## src/hw/fpe_pkg.sv

```systemverilog
// shared constants and types for the flash program/erase controller
package fpe_pkg;
  localparam logic [7:0] KEY_FIRST = 8'hA5;
  localparam logic [7:0] KEY_SECOND = 8'hF1;
  localparam logic [7:0] ERASED_BYTE = 8'hFF;
  localparam int PAGE_BYTES = 512;
  localparam int PSC_WE_BIT = 0;
  localparam int PSC_EE_BIT = 1;
  localparam logic [1:0] PSC_RESET = 2'h0;
  localparam int CLK_MHZ = 100;
  localparam int PROG_TIME_NS = 40000;
  localparam int ERASE_TIME_NS = 4000000;
  localparam int PROG_CYCLES = (PROG_TIME_NS * CLK_MHZ + 999) / 1000;
  localparam int ERASE_CYCLES = (ERASE_TIME_NS * CLK_MHZ + 999) / 1000;
  typedef enum logic [1:0] {
    FPE_IDLE = 2'b00,
    FPE_FIRST = 2'b01,
    FPE_OPEN = 2'b10,
    FPE_LOCKOUT = 2'b11
  } fpe_key_e;
endpackage

```

## src/hw/fpe_array_if.sv

```systemverilog
// connection between sequencer and array timing engine
interface fpe_array_if #(parameter int AW = 16);
  logic start;
  logic erase;
  logic [AW-1:0] addr;
  logic [7:0] data;
  logic busy;
  logic done;
  modport seq (output start, output erase, output addr, output data, input busy, input done);
  modport eng (input start, input erase, input addr, input data, output busy, output done);
endinterface

```

## src/hw/fpe_ctrl.sv

```systemverilog
// flash program/erase controller: unlock key, enables, core stall
// Contract
// - programming can only clear bits; erased bytes read 0xFF.
// - program and erase are timed internally, no polling needed.
// - core is stalled for the whole program or erase.
// - unlock needs 0xA5 then 0xF1 written to the key register.
// - a wrong or out-of-order key blocks flash until system reset.
// - a flash store before full unlock blocks flash until reset.
// - each program or erase relocks the key in the cycle it starts.
// - with write enable set, data-move stores go to flash, not RAM.
// - write enable changes only by firmware write, never by hardware.
// - erase clears a whole 512-byte page to 0xFF.
// - unlock, erase enable, write enable, then store erases that page.
// - program needs write enable; erase needs both enables.
// - single-byte mode: each flash store starts one timed program.
// - flash store with supply monitor off requests flash error reset.
module fpe_ctrl #(
  parameter int AW = 16,
  parameter int PROG_CNT = fpe_pkg::PROG_CYCLES,
  parameter int ERASE_CNT = fpe_pkg::ERASE_CYCLES
) (
  input wire logic core_clk,
  input wire logic srst,
  input wire logic clk_en,
  input wire logic key_wr,
  input wire logic [7:0] key_wdata,
  input wire logic psc_wr,
  input wire logic [1:0] psc_wdata,
  input wire logic flash_read_timing_select,
  input wire logic supply_monitor_en,
  input wire logic xdm_wr,
  input wire logic [AW-1:0] xdm_addr,
  input wire logic [7:0] xdm_wdata,
  input wire logic [7:0] flash_rdata,
  output logic xram_we,
  output logic [AW-1:0] xram_addr,
  output logic [7:0] xram_wdata,
  output logic flash_we,
  output logic flash_page_erase,
  output logic [AW-1:0] flash_addr,
  output logic [7:0] flash_wdata,
  output logic core_stall,
  output logic [1:0] program_store_control,
  output logic [1:0] key_state,
  output logic flash_error_reset_req,
  output logic flash_read_wait
);
  fpe_pkg::fpe_key_e key_q, key_d;
  logic [1:0] psc_q, psc_d;
  logic err_q, err_d;
  logic to_flash, op_go;
  fpe_array_if #(.AW(AW)) arr ();

  fpe_engine #(.AW(AW), .PROG_CNT(PROG_CNT), .ERASE_CNT(ERASE_CNT)) u_eng (
    .core_clk(core_clk),
    .srst(srst),
    .clk_en(clk_en),
    .ctl(arr.eng),
    .flash_rdata(flash_rdata),
    .flash_we(flash_we),
    .flash_page_erase(flash_page_erase),
    .flash_addr(flash_addr),
    .flash_wdata(flash_wdata)
  );

  assign to_flash = xdm_wr && psc_q[fpe_pkg::PSC_WE_BIT] && !arr.busy;
  assign op_go = to_flash && key_q == fpe_pkg::FPE_OPEN && supply_monitor_en;

  always_comb begin
    key_d = key_q;
    psc_d = psc_q;
    err_d = 1'b0;
    // firmware only; no hardware path touches the enables
    if (psc_wr) psc_d = psc_wdata;
    unique case (key_q)
      fpe_pkg::FPE_IDLE: begin
        if (key_wr) key_d = (key_wdata == fpe_pkg::KEY_FIRST) ? fpe_pkg::FPE_FIRST
                                                              : fpe_pkg::FPE_LOCKOUT;
        else if (to_flash) key_d = fpe_pkg::FPE_LOCKOUT;
      end
      fpe_pkg::FPE_FIRST: begin
        if (key_wr) key_d = (key_wdata == fpe_pkg::KEY_SECOND) ? fpe_pkg::FPE_OPEN
                                                               : fpe_pkg::FPE_LOCKOUT;
        else if (to_flash) key_d = fpe_pkg::FPE_LOCKOUT;
      end
      fpe_pkg::FPE_OPEN: begin
        // a further key write while open is out of sequence
        if (key_wr) key_d = fpe_pkg::FPE_LOCKOUT;
        else if (op_go) key_d = fpe_pkg::FPE_IDLE;
      end
      fpe_pkg::FPE_LOCKOUT: key_d = fpe_pkg::FPE_LOCKOUT;
    endcase
    if (to_flash && !supply_monitor_en) err_d = 1'b1;
  end

  always_ff @(posedge core_clk) begin
    if (srst) begin
      key_q <= fpe_pkg::FPE_IDLE;
      psc_q <= fpe_pkg::PSC_RESET;
      err_q <= 1'b0;
      xram_we <= 1'b0;
      xram_addr <= '0;
      xram_wdata <= '0;
    end else if (clk_en) begin
      key_q <= key_d;
      psc_q <= psc_d;
      err_q <= err_d;
      xram_we <= xdm_wr && !psc_q[fpe_pkg::PSC_WE_BIT];
      xram_addr <= xdm_addr;
      xram_wdata <= xdm_wdata;
    end
  end

  assign arr.start = op_go;
  assign arr.erase = psc_q[fpe_pkg::PSC_EE_BIT];
  assign arr.addr = xdm_addr;
  assign arr.data = xdm_wdata;
  // stall from the triggering store until the engine completes
  assign core_stall = op_go || arr.busy;
  assign program_store_control = psc_q;
  assign key_state = key_q;
  assign flash_error_reset_req = err_q;
  assign flash_read_wait = flash_read_timing_select;
endmodule

```

## src/hw/fpe_engine.sv

```systemverilog
// timed program/erase engine driving the flash array
module fpe_engine #(
  parameter int AW = 16,
  parameter int PROG_CNT = fpe_pkg::PROG_CYCLES,
  parameter int ERASE_CNT = fpe_pkg::ERASE_CYCLES
) (
  input wire logic core_clk,
  input wire logic srst,
  input wire logic clk_en,
  fpe_array_if.eng ctl,
  input wire logic [7:0] flash_rdata,
  output logic flash_we,
  output logic flash_page_erase,
  output logic [AW-1:0] flash_addr,
  output logic [7:0] flash_wdata
);
  localparam int CW = $clog2(ERASE_CNT + 1);
  logic [CW-1:0] cnt_q, cnt_d;
  logic busy_q, busy_d, done_q, done_d, er_q, er_d, we_d, pe_d;
  logic [AW-1:0] a_q, a_d;
  logic [7:0] w_q, w_d;

  always_comb begin
    cnt_d = cnt_q;
    busy_d = busy_q;
    done_d = 1'b0;
    er_d = er_q;
    a_d = a_q;
    w_d = w_q;
    we_d = 1'b0;
    pe_d = 1'b0;
    if (!busy_q && ctl.start) begin
      busy_d = 1'b1;
      er_d = ctl.erase;
      a_d = ctl.addr;
      // program only clears bits: AND with current contents
      w_d = ctl.data & flash_rdata;
      cnt_d = ctl.erase ? CW'(ERASE_CNT - 1) : CW'(PROG_CNT - 1);
    end else if (busy_q) begin
      if (cnt_q == '0) begin
        busy_d = 1'b0;
        done_d = 1'b1;
        we_d = !er_q;
        pe_d = er_q;
      end else begin
        cnt_d = cnt_q - CW'(1);
      end
    end
  end

  always_ff @(posedge core_clk) begin
    if (srst) begin
      cnt_q <= '0;
      busy_q <= 1'b0;
      done_q <= 1'b0;
      er_q <= 1'b0;
      a_q <= '0;
      w_q <= '0;
      flash_we <= 1'b0;
      flash_page_erase <= 1'b0;
    end else if (clk_en) begin
      cnt_q <= cnt_d;
      busy_q <= busy_d;
      done_q <= done_d;
      er_q <= er_d;
      a_q <= a_d;
      w_q <= w_d;
      flash_we <= we_d;
      flash_page_erase <= pe_d;
    end
  end

  // erase targets the page base so the array clears all of it
  assign flash_addr = er_q ? {a_q[AW-1:$clog2(fpe_pkg::PAGE_BYTES)],
                              {$clog2(fpe_pkg::PAGE_BYTES){1'b0}}} : a_q;
  assign flash_wdata = w_q;
  assign ctl.busy = busy_q;
  assign ctl.done = done_q;
endmodule

```

## config.mk

```make
export PLATFORM = sky130hd
export DESIGN_NAME = fpe_ctrl
export DESIGN_NICKNAME = d
export VERILOG_FILES = /design/src/hw/fpe_pkg.sv /design/src/hw/fpe_array_if.sv /design/src/hw/fpe_ctrl.sv /design/src/hw/fpe_engine.sv
export SDC_FILE = /design/constraint.sdc
export NUM_CORES = 1
export LEC_CHECK = 0
export ABC_AREA = 1
export BUFFER_PORTS_ARGS = -buffer_cell sky130_fd_sc_hd__buf_2
export CAP_MARGIN = 20
export CORE_MARGIN = 3
export CORE_UTILIZATION = 57
export CTS_BUF_LIST = sky130_fd_sc_hd__clkbuf_2
export DETAILED_ROUTE_END_ITERATION = 7
export PLACE_DENSITY = 0.93
export SYNTH_ARGS = -nofsm -noshare
export SYNTH_HDL_FRONTEND = slang
export SYNTH_SLANG_ARGS = --single-unit
```

## constraint.sdc

```tcl
create_clock -name core_clk -period 3.18 [get_ports core_clk]
set_input_delay 0.318 -clock core_clk [delete_from_list [all_inputs] [get_ports core_clk]]
set_output_delay 0.318 -clock core_clk [all_outputs]
set_load 0.01 [all_outputs]
```

==> reports/qor.yml <==
route:
  vias: 3943
  wirelength_um: 10600
  wl_per_cell_um: 15.0
  route.detailed.drc: 0
  dr.first_iter.drc_count: 465
  first_pass_iters: 5
  vias_per_cell: 5.59
  postRouteAntennaNets: 0
global_route:
  grt_use_met3_pct: 6.89
  grt_usage_pct: 28.9
  grt_pass1_vias: 3627
  grt_max_degree: 46
  grt_pass1_wl_um: 16900
  met2_usage_pct: 46.4
  antenna_found_initial: 0
  grt_use_met1_pct: 35.2
  grt-busiest-layer: "met2"
  grt_overflow: 0
sta:
  slew_headroom_pct: 36.8
  rsz0062_at_grt: "false"
  max_freq_ghz: 0.443
  min_period_ps: 2260
  tightest_slew_ps: 947
  skew_ps: 19.0
  worst_slack_ps: 923
  fin_crit_sh_pct: 71.0
  setup_tns_ps: 0
  slew_violations: 0
  hold_viol_final: 0
  final-setup-viol-count: 0
setup_path:
  crit_chain: "inv_2 > nand3_2 > nor2_2 > nand2_2 > nor2_8 > inv_2 > nand2_4 > nand2_1 > nor2_1 > nor2_1"
  arrival_ps: 2720
  cp.buffers_inverters: 2
  slowest_delay_ps: 370
  crit_type: "flop to flop"
  slowest_stage: "dfxtp_1"
  critPathMaxFanout: 45
  end_kind: "flop"
  start_kind: "flop"
  critical_path.top_delay_family: "simple AND/OR/NAND/NOR gates"
  worstPathRequired_ps: 3640
cts:
  cts_root_buf: "clkbuf_2"
  clock_sinks: 77
  path_clk_slew_ps: 240
  cts_setup_buffers: 0
  cts_tree: "built"
  cts_resized: 0
  postCtsHoldBufs: 16
  numCtsBuffers: 9
  htreeDepth: 3
  clockBufferDepth: 2
  clock_latency_ps: 540
logic_synthesis:
  ys_seq_area_share_pct: 42.9
  avgSynthCellArea_um2: 6.91
  yosysUniqueCellTypes: 29
  ys_ff_latch: 77
  syn-num-nets: 571
  synth-async-reset-ratio_pct: 0
  postSynthCellCount: 520
  synth_edf_count: 0
  synth_ff_type: "dfxtp_1"
  yosys_warnings: 0
  netlist_area_um2: 3590
worst_hold_path:
  hp-class: "input port to flop"
cells_and_area:
  final_cell_mix: "nand2_1 (119), buf_2 (105), nor2_1 (79)"
  final_common_cell: "nand2_1"
  nets: 676
  antenna_cells: 0
  area_growth_pct: 20.7
  layout-drive-gt1-share_pct: 22.5
floorplan:
  num_rows: 28
  initial_core_util_pct: 59.6
  core_area_um2: 6030
  dieArea_um2: 7290
  pin_count: 108
  die_h_um: 85.4
  die_w_um: 85.4
power:
  p_leak_nw: 2.15
  powerDensity_nw_per_um2: 401
  ir_worst_vdd_v: 0.000342
placed_design:
  portBuffers: 105
  place.gp.congestion: 0.934
  dp_hpwl_um: 6790
  place_ws_ps: 917
run_status:
  status: "complete, no violations"
run:
  maxCapViolCount: 0
worst register-to-register path: stages, from the launching register on:
cell and delay, ps:
dfxtp_1 370, inv_2 80, nand3_2 90, nor2_2 120
nand2_2 210, nor2_8 280, inv_2 340, nand2_4 360
nand2_1 170, nor2_1 130, nor2_1 50
sequential cells by signal, indices dropped and copies added (netlist names):
signal / count
u_eng.a_q: 16
u_eng.flash_wdata: 8
u_eng.ctl.busy: 1
u_eng.cnt_q: 19
u_eng.flash_we: 1
u_eng.flash_page_erase: 1
flash_error_reset_req: 1
program_store_control: 2
xram_addr: 16
u_eng.er_q: 1
key_state: 2
xram_wdata: 8
xram_we: 1
per-layer routing:
layer	wire length, um	part of all wire, %
met1	4190	39
met2	5100	48
met3	885	8.3
met4	431	4.1
met5	0	0
cell type report:
class | instances | area (um2)
Multi-Input combinational cell | 365 | 1690
Clock buffer | 9 | 45.0
Clock inverter | 7 | 57.6
Tap cell | 75 | 93.8
Inverter | 45 | 169
Timing Repair Buffer | 127 | 738
Fill cell | 445 | 1690
Sequential cell | 77 | 1540
metrics by stage:
stage          cell area (um2)  cells  hold WS, ps  util, %  power [mW]
3_5_place_dp              4040    670          448     67.1        1.23
2_1_floorplan             3590    520          430        -        1.15
6_report                  4340    705         17.9     71.9        1.74
4_1_cts                   4310    702        0.172     71.4        1.72
3_3_place_gp              4040    670          444     67.1        1.22
5_1_grt                   4340    705        -1.09     71.9        1.81
synthesized netlist by cell type, types with 2 or more instances:
cell	count	area share [%]
nand3b_1	3	0.63
nand3_2	2	0.56
a21oi_1	61	8.5
nand3_1	39	5.4
o21ai_1	8	1.1
nand2_1	119	12
xnor2_1	2	0.49
nor3_1	4	0.56
nand2_4	3	0.94
clkbuf_1	12	1.3
nor2_2	4	0.70
nor2_1	79	8.3
nand4_1	3	0.52
inv_2	2	0.21
dfxtp_1	77	43
buf_4	9	1.9
inv_1	43	4.5
buf_2	7	0.98
nand2_2	2	0.35
o21ai_0	28	3.9
nor2_4	2	0.63
buf_6	3	0.94
xor2_1	2	0.49
where the power goes:
part | switching, mW | leakage (nW) | total (mW) | internal [mW]
sequential | 0.0178 | 0.627 | 1.01 | 0.994
combinational | 0.132 | 1.47 | 0.226 | 0.0941
clock | 0.388 | 0.0608 | 0.502 | 0.114
total | 0.538 | 2.15 | 1.74 | 1.20
kinds of logic after synthesis:
kind of cell | count (synthesis) | synth area share, %
flops | 77 | 42.9
xor+xnor | 4 | 0.976
fa+ha+maj | 1 | 0.348
buf+inv | 78 | 10.0
compound gates | 97 | 13.5
simple gates | 263 | 32.2
path summary, 6_finish.rpt:
path,slack (ps),from,depth (start not counted),end
worst max-delay path,920,u_eng.ctl.busy,10,u_eng.cnt_q[18]
worst min-delay path,20,flash_rdata[7],3,u_eng.flash_wdata[7]
worst max register to register,920,u_eng.ctl.busy,10,u_eng.cnt_q[18]
worst min register to register,480,xram_addr[3],2,xram_addr[3]
Note: power is estimated with default switching activity, not from simulation.
